<file path="src/float_led_pkg.sv">
// Package with register map, field layout and timing constants for the float LED sequencer.
package float_led_pkg;
	localparam logic [7:0] addr_source_select = 8'h14;
	localparam logic [7:0] addr_a_pulse_timing = 8'h30;
	localparam logic [7:0] addr_a_period_low = 8'h31;
	localparam logic [7:0] addr_b_pulse_timing = 8'h35;
	localparam logic [7:0] addr_b_period_low = 8'h36;
	localparam logic [7:0] addr_period_high = 8'h37;
	localparam logic [7:0] addr_a_led_choice = 8'h3E;
	localparam logic [7:0] addr_b_led_choice = 8'h3F;
	localparam logic [7:0] addr_a_amp_reference = 8'h42;
	localparam logic [7:0] addr_a_analog_cfg = 8'h43;
	localparam logic [7:0] addr_b_amp_reference = 8'h44;
	localparam logic [7:0] addr_b_analog_cfg = 8'h45;
	localparam logic [7:0] addr_cathode_bias = 8'h54;
	localparam logic [7:0] addr_sign_control = 8'h58;
	localparam logic [7:0] addr_b_float_control = 8'h59;
	localparam logic [7:0] addr_fire_mask = 8'h5A;
	localparam logic [7:0] addr_a_float_control = 8'h5E;
	localparam logic [15:0] reg_reset = 16'h0000;
	localparam logic [1:0] float_source = 2'h0;
	localparam logic [1:0] float_enabled = 2'h3;
	localparam logic [1:0] cathode_preconditioning = 2'h2;
	localparam int cycles_per_us = 100;
	typedef enum logic [2:0] {
		st_idle,
		st_precondition,
		st_float,
		st_connect,
		st_accumulate,
		st_write
	} seq_state_type;
	// Per-slot settings gathered from the register file.
	typedef struct packed {
		logic [1:0] source;
		logic [1:0] float_enable;
		logic [4:0] precondition_time;
		logic [9:0] float_period;
		logic [4:0] connect_width;
		logic [7:0] first_dump_offset;
		logic [7:0] pulse_count;
		logic [1:0] float_led_choice;
		logic [3:0] fire_position_mask;
		logic [1:0] sign_positions_one_two;
		logic [1:0] sign_positions_three_four;
		logic [1:0] cathode_bias_select;
	} slot_cfg_type;
endpackage : float_led_pkg

</file>
<file path="src/float_led_pulse_sequencer.sv">
// Float LED pulse sequencer with signed accumulator for two time slots.
// Contract
// - Fire decision per position comes from the slot fire mask, repeated every four.
// - Each pulse result is added or subtracted per the slot sign fields.
// - Accumulate over all pulses then make one final data write.
// - Source select equal to zero puts the slot in float mode.
// - Float enable equal to three lets the photodiode float between connects.
// - Sign one/two value 2 subtracts pulse one and adds pulse two.
// - Sign three/four value 1 adds pulse three and subtracts pulse four.
// - Cathode bias value 2 applies reverse bias during preconditioning.
// - Cathode override bit selects per-slot bias over the other register; the code drives bias 0 when it is clear.
// - Float LED choice selects none or one of three LEDs.
// - Photodiode is held in preconditioning for the precondition time first.
// - Float period is ten bits from low and high register fields, in us.
// - Connect width in us sets the charge dump time.
// - First float time is offset plus connect width minus precondition.
// - Fire mask bits are active low, lowest bit is the first pulse.
`timescale 1ns/1ps
module float_led_pulse_sequencer #(
	parameter int result_width = 27,
	parameter int sample_width = 14
) (
	input wire logic clock,
	input wire logic reset_n,
	input wire logic reg_write,
	input wire logic [7:0] reg_address,
	input wire logic [15:0] reg_write_data,
	output logic [15:0] reg_read_data,
	input wire logic sample_start,
	input wire logic slot_b_select,
	input wire logic [sample_width-1:0] pulse_result,
	output logic [2:0] led_fire,
	output logic pd_connect,
	output logic pd_precondition,
	output logic [1:0] cathode_bias,
	output logic cathode_override,
	output logic integrate_strobe,
	output logic busy,
	output logic result_valid,
	output logic result_slot_b,
	output logic signed [result_width-1:0] result_data
);
	logic [15:0] regs [0:16];
	logic [15:0] next_regs [0:16];
	localparam logic [7:0] map [0:16] = '{float_led_pkg::addr_source_select,
		float_led_pkg::addr_a_pulse_timing, float_led_pkg::addr_a_period_low,
		float_led_pkg::addr_b_pulse_timing, float_led_pkg::addr_b_period_low,
		float_led_pkg::addr_period_high, float_led_pkg::addr_a_led_choice,
		float_led_pkg::addr_b_led_choice, float_led_pkg::addr_a_amp_reference,
		float_led_pkg::addr_a_analog_cfg, float_led_pkg::addr_b_amp_reference,
		float_led_pkg::addr_b_analog_cfg, float_led_pkg::addr_cathode_bias,
		float_led_pkg::addr_sign_control, float_led_pkg::addr_b_float_control,
		float_led_pkg::addr_fire_mask, float_led_pkg::addr_a_float_control};
	float_led_pkg::seq_state_type state, next_state;
	float_led_pkg::slot_cfg_type cfg, next_cfg, slot_a, slot_b;
	logic [15:0] timer, next_timer;
	logic [7:0] pulse_index, next_pulse_index;
	logic signed [result_width-1:0] accum, next_accum;
	logic signed [result_width-1:0] sample_ext;
	logic [1:0] position;
	logic subtract_here, first_pulse;
	logic [2:0] next_led_fire;
	logic next_result_valid, next_result_slot_b, result_slot;
	logic [15:0] first_float_us;

	// Register writes; every mapped register is a plain 16-bit store.
	always_comb begin
		for (int i = 0; i <= 16; i++) begin
			next_regs[i] = regs[i];
			if (reg_write && reg_address == map[i]) begin
				next_regs[i] = reg_write_data;
			end
		end
	end

	always_ff @(posedge clock or negedge reset_n) begin
		if (!reset_n) begin
			for (int i = 0; i <= 16; i++) begin
				regs[i] <= float_led_pkg::reg_reset;
			end
		end else begin
			regs <= next_regs;
		end
	end

	// Read decoding; unmapped addresses read as zero.
	always_comb begin
		reg_read_data = 16'h0000;
		for (int i = 0; i <= 16; i++) begin
			if (reg_address == map[i]) begin
				reg_read_data = regs[i];
			end
		end
	end

	// Per-slot field extraction from the shared and per-slot registers.
	always_comb begin
		slot_a.source = regs[0][1:0];
		slot_b.source = regs[0][3:2];
		slot_a.float_enable = regs[16][14:13];
		slot_b.float_enable = regs[14][14:13];
		slot_a.precondition_time = regs[16][12:8];
		slot_b.precondition_time = regs[14][12:8];
		slot_a.float_period = {regs[5][1:0], regs[2][7:0]};
		slot_b.float_period = {regs[5][9:8], regs[4][7:0]};
		slot_a.connect_width = regs[1][12:8];
		slot_b.connect_width = regs[3][12:8];
		slot_a.first_dump_offset = regs[1][7:0];
		slot_b.first_dump_offset = regs[3][7:0];
		slot_a.pulse_count = regs[2][15:8];
		slot_b.pulse_count = regs[4][15:8];
		slot_a.float_led_choice = regs[6][15:14];
		slot_b.float_led_choice = regs[7][15:14];
		slot_a.fire_position_mask = regs[15][11:8];
		slot_b.fire_position_mask = regs[15][15:12];
		slot_a.sign_positions_one_two = regs[13][2:1];
		slot_b.sign_positions_one_two = regs[13][6:5];
		slot_a.sign_positions_three_four = regs[13][9:8];
		slot_b.sign_positions_three_four = regs[13][11:10];
		slot_a.cathode_bias_select = regs[12][9:8];
		slot_b.cathode_bias_select = regs[12][11:10];
	end

	// Position within the group of four and the sign choice for it.
	always_comb begin
		position = pulse_index[1:0];
		first_pulse = (pulse_index == 8'h00);
		// Value 2 on a pair subtracts the first of it and adds the second; value 1 the reverse.
		if (position[1] == 1'b0) begin
			subtract_here = (cfg.sign_positions_one_two == 2'h2) ? !position[0] :
				(cfg.sign_positions_one_two == 2'h1) ? position[0] : 1'b0;
		end else begin
			subtract_here = (cfg.sign_positions_three_four == 2'h1) ? position[0] :
				(cfg.sign_positions_three_four == 2'h2) ? !position[0] : 1'b0;
		end
		sample_ext = result_width'(signed'({1'b0, pulse_result}));
		// First float time, clamped at zero when precondition exceeds the dump point.
		first_float_us = 16'(cfg.first_dump_offset) + 16'(cfg.connect_width);
		if (first_float_us > 16'(cfg.precondition_time)) begin
			first_float_us = first_float_us - 16'(cfg.precondition_time);
		end else begin
			first_float_us = 16'h0000;
		end
	end

	// Sequencer: precondition, then float/connect per pulse, accumulate, one write.
	always_comb begin
		next_state = state;
		next_cfg = cfg;
		next_timer = timer;
		next_pulse_index = pulse_index;
		next_accum = accum;
		next_led_fire = 3'h0;
		next_result_valid = 1'b0;
		next_result_slot_b = result_slot;
		if (timer != 16'h0000) begin
			next_timer = timer - 16'h0001;
		end
		case (state)
			float_led_pkg::st_idle: begin
				if (sample_start) begin
					next_cfg = slot_b_select ? slot_b : slot_a;
					next_result_slot_b = slot_b_select;
					next_accum = '0;
					next_pulse_index = 8'h00;
					if (next_cfg.source == float_led_pkg::float_source &&
						next_cfg.float_enable == float_led_pkg::float_enabled &&
						next_cfg.pulse_count != 8'h00) begin
						next_state = float_led_pkg::st_precondition;
						next_timer = 16'(next_cfg.precondition_time * float_led_pkg::cycles_per_us);
					end
				end
			end
			float_led_pkg::st_precondition: begin
				if (timer == 16'h0000) begin
					next_state = float_led_pkg::st_float;
					next_timer = 16'(first_float_us * float_led_pkg::cycles_per_us);
				end
			end
			float_led_pkg::st_float: begin
				// LED drive for this interval is set below from the next state.
				if (timer == 16'h0000) begin
					next_state = float_led_pkg::st_connect;
					next_timer = 16'(cfg.connect_width * float_led_pkg::cycles_per_us);
				end
			end
			float_led_pkg::st_connect: begin
				if (timer == 16'h0000) begin
					next_state = float_led_pkg::st_accumulate;
				end
			end
			float_led_pkg::st_accumulate: begin
				next_accum = subtract_here ? accum - sample_ext : accum + sample_ext;
				next_pulse_index = pulse_index + 8'h01;
				if (next_pulse_index >= cfg.pulse_count) begin
					next_state = float_led_pkg::st_write;
				end else begin
					next_state = float_led_pkg::st_float;
					next_timer = 16'(cfg.float_period * float_led_pkg::cycles_per_us);
				end
			end
			float_led_pkg::st_write: begin
				next_result_valid = 1'b1;
				next_state = float_led_pkg::st_idle;
			end
			default: begin
				next_state = float_led_pkg::st_idle;
			end
		endcase
		// The selected LED is lit through the float interval of firing positions.
		if (next_state == float_led_pkg::st_float && cfg.float_led_choice != 2'h0) begin
			if (!cfg.fire_position_mask[next_pulse_index[1:0]]) begin
				next_led_fire = 3'h1 << (cfg.float_led_choice - 2'h1);
			end
		end
	end

	always_ff @(posedge clock or negedge reset_n) begin
		if (!reset_n) begin
			state <= float_led_pkg::st_idle;
			cfg <= '0;
			timer <= 16'h0000;
			pulse_index <= 8'h00;
			accum <= '0;
			led_fire <= 3'h0;
			result_valid <= 1'b0;
			result_slot <= 1'b0;
			result_data <= '0;
		end else begin
			state <= next_state;
			cfg <= next_cfg;
			timer <= next_timer;
			pulse_index <= next_pulse_index;
			accum <= next_accum;
			led_fire <= next_led_fire;
			result_valid <= next_result_valid;
			result_slot <= next_result_slot_b;
			if (next_result_valid) begin
				result_data <= accum;
			end
		end
	end

	// Analog path controls decoded from state; cathode override comes straight from its register bit.
	assign pd_connect = (state == float_led_pkg::st_connect);
	assign pd_precondition = (state == float_led_pkg::st_precondition);
	assign integrate_strobe = (state == float_led_pkg::st_accumulate);
	assign busy = (state != float_led_pkg::st_idle);
	assign result_slot_b = result_slot;
	assign cathode_override = regs[12][7];
	// Per-slot bias applies only while preconditioning under override.
	assign cathode_bias = (pd_precondition && cathode_override) ? cfg.cathode_bias_select : 2'h0;
endmodule : float_led_pulse_sequencer

</file>
<file path="config.mk">
export PLATFORM = sky130hd
export DESIGN_NAME = float_led_pulse_sequencer
export DESIGN_NICKNAME = d
export VERILOG_FILES = /design/src/float_led_pkg.sv /design/src/float_led_pulse_sequencer.sv
export SDC_FILE = /design/constraint.sdc
export NUM_CORES = 1
export LEC_CHECK = 0
export BUFFER_PORTS_ARGS = -buffer_cell sky130_fd_sc_hd__clkbuf_2
export CORE_AREA = 2 2 244 246
export CTS_BUF_LIST = sky130_fd_sc_hd__clkbuf_8
export DETAILED_ROUTE_END_ITERATION = 7
export DIE_AREA = 0 0 246 248
export GPL_TIMING_DRIVEN = 0
export PLACE_DENSITY = 0.58
export SETUP_SLACK_MARGIN = 0.4
export SLEW_MARGIN = 25
export SYNTH_ARGS = -nofsm -noshare
export SYNTH_HDL_FRONTEND = slang
export SYNTH_SLANG_ARGS = --single-unit
</file>
<file path="constraint.sdc">
create_clock -name clock -period 7.9 [get_ports clock]
set_input_delay 0.395 -clock clock [delete_from_list [all_inputs] [get_ports clock]]
set_output_delay 0.395 -clock clock [all_outputs]
set_load 0.005 [all_outputs]
</file>
==> results of run 1 <==
## registers in the layout (all words and copies together) (netlist names)
register,cells
accum,27
cathode_override,1
cfg,48
led_fire,3
pulse_index,8
regs,271
result_data,27
result_slot_b,1
result_valid,1
state,3
timer,16
## power by group
| part | switching [mW] | total [mW] | internal [mW] |
|---|---|---|---|
| logic | 0.681 | 1.17 | 0.494 |
| clock network | 0.920 | 2.06 | 1.14 |
| registers | 0.0881 | 2.27 | 2.19 |
## layer usage
metal | track usage [%] | share of wire (%) | vias to the layer above
met2 | 37.6 | 47 | 552
li1 | - | - | 8208
met1 | 30.0 | 44 | 8972
met4 | 8.09 | 3.3 | 4
met3 | 4.40 | 5.7 | 153
met5 | 0 | 0.033 | -
## final cells by class
cell class / instances / area [sq um]
repair buffers: 101 / 632
plain buffers: 111 / 455
clock inverters: 40 / 277
clock buffers: 91 / 1250
inverters: 113 / 424
well taps: 773 / 967
flip-flops and latches: 406 / 10200
fillers: 5555 / 32200
multi-input cells: 1535 / 12100
## cell usage after synthesis (all sizes together), types with 20 or more instances
library cell    n
xnor2          45
a21oi         124
clkbuf         88
nand2b         21
mux2i          52
a222oi         26
buf            23
a22o           22
o21ai         102
xor2           38
a221oi         24
nor2          121
nand3          23
mux2          283
nand2         203
a22oi          20
nor3           26
dfrtp         406
inv           110
ha            139
## per-stage QoR
step	power, mW	cells	hold slack, ps
finish	5.51	3170	135
global route	5.83	3170	103
CTS	5.56	3170	91.6
detailed placement	3.48	3038	385
global placement	3.44	3032	457
floorplan	3.12	2165	99.4
## cells by family after synthesis
family	after synthesis	share of synthesized area, %
and+or+nand+nor	486	10.0
AOI/OAI and AO/OA	473	13.9
DFF	406	43.9
muxes	335	16.0
buffers and inverters	224	3.80
adders and majority gates	158	9.16
xor gates and xnor gates	83	3.14
## worst paths after layout
| check | to | depth (start not counted) | start |
|---|---|---|---|
| min | regs[77]$_DFFE_PN0P_ | 2 | reg_write_data[13] |
| min reg2reg | result_data[9]$_DFFE_PN0P_ | 2 | result_data[9]$_DFFE_PN0P_ |
| max | timer[14]$_DFF_PN0_ | 25 | cfg[28]$_DFFE_PN0P_ |
| min in group asynchronous | timer[13]$_DFF_PN0_ | 2 | reset_n |
| max in group asynchronous | regs[79]$_DFFE_PN0P_ | 5 | reset_n |
| max reg2reg | timer[14]$_DFF_PN0_ | 25 | cfg[28]$_DFFE_PN0P_ |
==> flow_summary.yaml, run 1 <==
status:
  status: "complete, no violations"
finish:
  syn2layout_area_growth_pct: 13.6
  final_util_pct: 44.9
  antenna_cells: 0
  mostFrequentLayoutCell: "dfrtp_1"
  layout_common_cells: "dfrtp_1 (406), mux2_2 (283), nand2_1 (203)"
  drive_gt1_share_pct: 22.7
  fin_nets: 2541
  design_area_sq_um: 26300
route:
  drcViolationCount: 0
  vias: 17900
  drt_iter0_markers: 1365
  drt_pass1_iterations: 5
  wl_microns: 69300
  viasPerCell: 5.64
  wl_per_cell_microns: 21.9
  final_antenna_net_count: 0
global_routing:
  grt_max_degree: 84
  grt_pass1_wl_microns: 106000
  first_global_vias: 18300
  antenna_found_initial: 2
  overflow: 0
  grtUsageTotal_pct: 22.8
synthesis:
  synth-seq-cells: 406
  netlist_area_sq_um: 23100
  async_reset_ff_share_pct: 100
  synth_cells: 2165
  synth_ff_type: "dfrtp_1"
  yosys.area.top_type: "dfrtp_1"
  synth_area_leaders: "dfrtp_1 (44%), mux2_2 (14%), ha_1 (7.5%)"
  ys_warn_count: 0
  synth_top_area_share_pct: 43.9
  ys_types: 82
  synth_edf_count: 0
  seq_area_frac_synth_pct: 43.9
  synth.avg_cell_area_sq_um: 10.7
  syn_nets: 2366
die:
  num_rows: 89
  initial_core_util_pct: 39.6
  die_h_microns: 248
  io_pins: 98
  die-area_sq_um: 61000
  die_w_microns: 246
  core_area_sq_um: 58500
sta:
  period_minus_slack_ps: 6210
  finalSetupTns_ps: 0
  rsz0062_at_grt: "false"
  hold_violations: 0
  fin_crit_sh_pct: 78.6
  fin_ws_ps: 1690
  clock_skew_ps: 34.7
  setup_viol: 0
  maxSlewViolCount: 0
  max_slew_margin_pct: 27.5
  max_freq_ghz: 0.161
  worst_slew_pin_slew_ps: 1080
pwr:
  power.leakage_nw: 13.0
  powerDensity_nw_per_um2: 210
  peakVddDrop_mv: 0.113
clock_tree:
  cts_buffer_depth: 3
  holdBufCountCts: 1
  clock_latency_ps: 670
  cts_setup_buffers: 0
  clkTransAtPathRegs_ps: 60
  ctsRootBufferMaster: "clkbuf_8"
  h-tree-depth: 3
  tritoncts: "built"
  cts_buffers: 72
  post_cts_resized: 0
  cts.sinks: 406
setup_path:
  path_class: "reg -> reg"
  cpPeakStageDelay_ps: 560
  crit_buf_inv: 1
  crit_slowest_cell: "nor4_4"
  worstPathArrival_ps: 6730
  path_max_fanout: 10
  cp-end-kind: "flop"
  crit_family: "adder cells"
  cp.required_ps: 8420
  reg2reg_slack_ps: 1690
  crit_top_cell: "ha_1"
  cp-start-kind: "flop"
placed_design:
  dp_hpwl_microns: 51700
  preCtsSetupSlack_ps: 1730
  place.gp.congestion: 0.909
  place_area_sq_um: 24700
  io_buffers: 94
hold_path:
  worstHoldPathType: "in -> reg"
flow_run:
  cap_violations: 0
Note: power is estimated with default switching activity, not from simulation.
==> run 2, diff against run 1 <==
--- a/config.mk
+++ b/config.mk
@@ -11,7 +11,7 @@
 export DETAILED_ROUTE_END_ITERATION = 7
 export DIE_AREA = 0 0 246 248
 export GPL_TIMING_DRIVEN = 0
-export PLACE_DENSITY = 0.58
+export PLACE_DENSITY = 0.6
 export SETUP_SLACK_MARGIN = 0.4
 export SLEW_MARGIN = 25
 export SYNTH_ARGS = -nofsm -noshare
==> constraint.sdc (replaced) <==
create_clock -name clock -period 5.3 [get_ports clock]
set_input_delay 0.265 -clock clock [delete_from_list [all_inputs] [get_ports clock]]
set_output_delay 0.265 -clock clock [all_outputs]
set_load 0.005 [all_outputs]
==> run 2 against run 1 <==
Core utilization grew 1.3 points. Combinational power grew 110%. Critical path depth increased by 3. Via count grew 1.1%. Sequential share of layout area fell by 1.1 points. Setup slack lost 1500 ps. Final area rose by 2.9%. Sequential power increased by 49%. First-iteration DRC count increased by 10%. Routed wire length up 1.3%. Largest cell class unchanged.
==> flow_summary.yaml, run 2 (same netlist as run 1, synthesis figures left out) <==
status:
  status: "complete, no violations"
finish:
  syn2layout_area_growth_pct: 16.9
  largest_register_ffs: 271
  mostFrequentLayoutCell: "dfrtp_1"
  multi_input_area_sq_um: 12500
  layout.cells.non_filler: 3208
  layout_common_cells: "dfrtp_1 (404), mux2_2 (283), nand2_1 (201)"
  seq_area_sq_um: 10200
  fin_nets: 2580
  regMostFlops: "regs"
  fill_cells: 5523
  drive_gt1_share_pct: 26.2
  reg_top3: "regs: 271 flops, cfg: 48 flops"
  final_util_pct: 46.2
die:
  die-area_sq_um: 61000
  initial_core_util_pct: 39.6
  num_rows: 89
  io_pins: 98
  core_area_sq_um: 58500
  die_h_microns: 248
  die_w_microns: 246
flow_run:
  cap_violations: 0
sta:
  rsz0062_at_grt: "true"
  hold-worst-slack_ps: 43.2
  maxSlewViolCount: 0
  setup_viol: 0
  max_freq_ghz: 0.195
  period_minus_slack_ps: 5120
  fin_ws_ps: 176
  clock_skew_ps: 49.1
  fin_crit_sh_pct: 96.7
  worst_slew_pin_slew_ps: 963
  hold_violations: 0
  max_slew_margin_pct: 35.5
clock_tree:
  cts_buffers: 72
  clock_latency_ps: 690
  tritoncts: "built"
  h-tree-depth: 3
  clkTransAtPathRegs_ps: 60
  cts.sinks: 406
  cts_buffer_depth: 3
  ctsRootBufferMaster: "clkbuf_8"
pwr:
  powerDensity_nw_per_um2: 332
  power.leakage_nw: 13.3
  peakVddDrop_mv: 0.261
setup_path:
  crit_family: "adder cells"
  crit_start: "cfg[20]$_DFFE_PN0P_"
  worstPathArrival_ps: 5660
  cp-start-kind: "flop"
  r2r_start: "cfg[20]$_DFFE_PN0P_"
  cpPeakStageDelay_ps: 400
  crit_slowest_cell: "fa_2"
  cp.required_ps: 5830
  reg2reg_depth: 28
  path_class: "reg -> reg"
  path_max_fanout: 5
  cp.depth: 28
  crit_buf_inv: 3
  cp-end-kind: "flop"
global_routing:
  grtUsageTotal_pct: 23.1
  overflow: 0
  antenna_found_initial: 2
  grt_max_degree: 89
  first_global_vias: 18500
  grt_pass1_wl_microns: 108000
hold_path:
  min_path_cells: 2
  worstHoldPathType: "in -> reg"
  hp-start: "reg_write_data[12]"
route:
  vias: 18100
  wl_microns: 70200
  drt_iter0_markers: 1502
  drt_pass1_iterations: 7
  drcViolationCount: 0
  wl_per_cell_microns: 21.9
  final_antenna_net_count: 0
  viasPerCell: 5.64
placed_design:
  dp_hpwl_microns: 51800
  dp_cells: 3038
  place.gp.congestion: 0.922
  io_buffers: 94
  preCtsSetupSlack_ps: -394
## run 2: changes by cell type in the layout (fill, tap and decap cells not counted), sizes merged
cell	change
buf	+30
bufinv	-1
clkbuf	+2
clkinv	-2
clkinvlp	-2
diode	+1
dlygate4sd3	+9
inv	+1
## run 2: report_power, final
part | leakage, nW | switching (mW) | internal (mW)
combinational | 6.89 | 1.32 | 1.17
clock | 0.869 | 1.40 | 1.69
sequential | 5.52 | 0.133 | 3.26
## run 2: layer usage
layer / up-vias / GRT usage (%) / part of all wire, %
li1: 8307 / - / -
met1: 9065 / 30.6 / 44
met2: 586 / 38.3 / 48
met3: 133 / 4.03 / 5.6
met4: 2 / 7.52 / 3.1
met5: - / 0 / 0.016
## run 2: worst reg2reg max path, delay by kind of cell, from the launching register on
kind,cells,cell delay [ps]
buffers and inverters,3,350
AO/OA/AOI/OAI,10,1320
XOR/XNOR,1,90
AND/OR/NAND/NOR,7,820
flip-flops,1,350
adder cells (fa/ha/maj),7,2070
## run 2: path summary, 6_finish.rpt
check | slack (ps) | to
max in group asynchronous | 3890 | regs[187]$_DFFE_PN0P_
max reg2reg | 180 | timer[14]$_DFF_PN0_
min | 40 | regs[220]$_DFFE_PN0P_
min in group asynchronous | 220 | timer[12]$_DFF_PN0_
max | 180 | timer[14]$_DFF_PN0_
min reg2reg | 470 | result_data[12]$_DFFE_PN0P_
## run 2: repair_timing
action                                  in CTS  in global routing
setup buffers                               24                  5
gates resized for setup                     24                 41
pin swaps                                   34                 27
cloned                                       1                  0
hold endpoints to repair                   194                  0
endpoints found under the setup margin       9                 10
hold buffers                                10                  0
## run 2: area by class of cell
| class | instances | share of cell area, % |
|---|---|---|
| clock buffers | 93 | 4.74 |
| diodes | 1 | 0.00926 |
| multi-input cells | 1535 | 46.4 |
| well taps | 773 | 3.58 |
| plain buffers | 111 | 1.69 |
| clock inverters | 36 | 0.917 |
| inverters | 113 | 1.57 |
| repair buffers | 140 | 3.52 |
| flip-flops and latches | 406 | 37.6 |
## run 2: per-stage QoR
stage          instance area [sq um]  TNS (ps)  total power, mW
4_1_cts                        26800         0             8.72
5_1_grt                        27000     -42.6             9.43
2_1_floorplan                  23200         0             4.81
3_3_place_gp                   24700  -2053660             5.30
6_report                       27000         0             8.97
3_5_place_dp                   24800     -1930             5.37
==> run 3, diff against run 2 <==
--- a/config.mk
+++ b/config.mk
@@ -10,7 +10,6 @@
 export CTS_BUF_LIST = sky130_fd_sc_hd__clkbuf_8
 export DETAILED_ROUTE_END_ITERATION = 7
 export DIE_AREA = 0 0 246 248
-export GPL_TIMING_DRIVEN = 0
 export PLACE_DENSITY = 0.6
 export SETUP_SLACK_MARGIN = 0.4
 export SLEW_MARGIN = 25
==> run 3 against run 2 <==
Combinational power is 6% lower. Maximum frequency down 2.0%. Critical endpoint is now timer[8]$_DFF_PN0_. Core utilization is 0.78 points lower. Sequential share of layout area up 0.63 points. Setup slack lost 110 ps.
==> flow_summary.yaml, run 3 (same netlist as run 1, synthesis figures left out) <==
sta:
  max_freq_ghz: 0.191
  maxSlewViolCount: 0
  hold_violations: 0
  max_slew_margin_pct: 28.1
  worst_slew_pin_slew_ps: 1070
  setup_viol: 0
  period_minus_slack_ps: 5230
  rsz0062_at_grt: "true"
  finalSetupTns_ps: 0
  clock_skew_ps: 33.0
  fin_crit_sh_pct: 98.7
  fin_ws_ps: 69.8
setup_path:
  cpPeakStageDelay_ps: 550
  crit_slowest_cell: "fa_1"
  cp-end-kind: "flop"
  path_class: "reg -> reg"
  cp.required_ps: 5830
  path_max_fanout: 7
  worstPathArrival_ps: 5760
  cp-start-kind: "flop"
finish:
  final_util_pct: 45.5
  largest_register_ffs: 271
  layout.cells.non_filler: 3129
  layout_common_cells: "dfrtp_1 (406), mux2_2 (283), nand2_1 (203)"
  design_area_sq_um: 26600
  syn2layout_area_growth_pct: 14.9
  antenna_cells: 0
  fin_nets: 2503
  mostFrequentLayoutCell: "dfrtp_1"
  drive_gt1_share_pct: 27.2
  reg_top3: "regs: 271 flops, cfg: 48 flops"
  regMostFlops: "regs"
clock_tree:
  clock_latency_ps: 660
  cts.sinks: 406
  h-tree-depth: 3
  ctsRootBufferMaster: "clkbuf_8"
  tritoncts: "built"
  cts_buffer_depth: 3
  cts_buffers: 73
  clkTransAtPathRegs_ps: 60
route:
  viasPerCell: 5.63
  wl_microns: 65400
  final_antenna_net_count: 0
  vias: 17600
  wl_per_cell_microns: 20.9
  drt_iter0_markers: 1252
  drt_pass1_iterations: 6
  drcViolationCount: 0
pwr:
  p_seq_share_pct: 39.1
  p_int_mw: 5.98
  p_sw_mw: 2.68
  p_clk_share_pct: 33.9
  peakVddDrop_mv: 0.232
  p_comb_share_pct: 27.0
  power.leakage_nw: 13.2
  powerDensity_nw_per_um2: 326
  p_sw_share_pct: 31.0
status:
  status: "complete, no violations"
placed_design:
  io_buffers: 97
  place.gp.congestion: 0.885
  dp_hpwl_microns: 45700
  dp_cells: 2974
  place_area_sq_um: 24700
  preCtsSetupSlack_ps: -188
global_routing:
  grt_pass1_wl_microns: 102000
  grt_max_degree: 127
  overflow: 0
  antenna_found_initial: 1
  grtUsageTotal_pct: 21.3
  first_global_vias: 17900
die:
  initial_core_util_pct: 39.6
  io_pins: 98
  die_h_microns: 248
  die_w_microns: 246
  num_rows: 89
  die-area_sq_um: 61000
  core_area_sq_um: 58500
flow_run:
  cap_violations: 0
hold_path:
  worstHoldPathType: "in -> async"
## run 3: cell types whose count changed in the layout (fill, tap and decap cells not counted), sizes merged
| cell | change |
|---|---|
| clkinv | -4 |
| clkbuf | -87 |
| bufinv | -2 |
| inv | +7 |
| clkinvlp | -1 |
| dlygate4sd3 | -8 |
| diode | -1 |
| buf | +17 |
## run 3: through the flow
| step | hold WS (ps) | power [mW] |
|---|---|---|
| 3_5_place_dp | 444 | 5.31 |
| 2_1_floorplan | -30.6 | 4.81 |
| 3_3_place_gp | 441 | 5.26 |
| 6_report | 86.1 | 8.66 |
| 4_1_cts | 102 | 8.48 |
| 5_1_grt | 71.3 | 9.13 |
## run 3: cell type report
cell class                      count  area (sq um)
Timing Repair Buffer              173          1130
Sequential cell                   406         10200
Clock buffer                       93          1280
Inverter                          113           424
Clock inverter                     36           184
Multi-Input combinational cell   1535         12400
Fill cell                        5465         31900
Tap cell                          773           967
## run 3: worst paths after layout
| kind | from | to | slack [ps] | cells after the start |
|---|---|---|---|---|
| setup / recovery | cfg[20]$_DFFE_PN0P_ | timer[8]$_DFF_PN0_ | 70 | 25 |
| hold / removal | reset_n | regs[158]$_DFFE_PN0P_ | 90 | 2 |
| setup reg to reg | cfg[20]$_DFFE_PN0P_ | timer[8]$_DFF_PN0_ | 70 | 25 |
| hold reg to reg | result_data[23]$_DFFE_PN0P_ | result_data[23]$_DFFE_PN0P_ | 470 | 2 |
| max in group asynchronous | reset_n | cfg[23]$_DFFE_PN0P_ | 4140 | 3 |
| min in group clock | reg_write_data[3] | regs[19]$_DFFE_PN0P_ | 160 | 2 |
## run 3: what timing repair did
| action | in CTS | in global routing |
|---|---|---|
| endpoints found under the hold margin | 120 | 0 |
| resized for setup | 15 | 28 |
| setup buffers | 12 | 11 |
| pin swaps | 23 | 27 |
| hold buffers | 2 | 0 |
| cloned | 0 | 0 |
| endpoints found under the setup margin | 9 | 9 |
## run 3: per-layer routing
metal  share of wire [%]  up-vias  GRT usage [%]
li1                    -     8128              -
met1                  45     8841           29.2
met2                  47      537           34.5
met3                 5.7      103           4.05
met4                 2.4        2           5.81
met5               0.020        -              0
## run 3: power by group through the flow
| stage | Combinational [mW] | Sequential [mW] | Clock, mW |
|---|---|---|---|
| finish | 2.34 | 3.39 | 2.94 |
| CTS | 2.09 | 3.38 | 3.01 |
| floorplan | 1.41 | 3.39 | 0 |
| global route | 2.58 | 3.40 | 3.14 |
| global placement | 1.83 | 3.43 | 0 |
| detailed placement | 1.87 | 3.44 | 0 |
## run 3: worst max-delay path: cells and delay by family (launching register included)
family          cells  cell delay, ps
fa+ha+maj           7            2220
flops               1             350
simple gates        7            1010
xor+xnor            1             160
compound gates      6             920
buf+inv             4             450
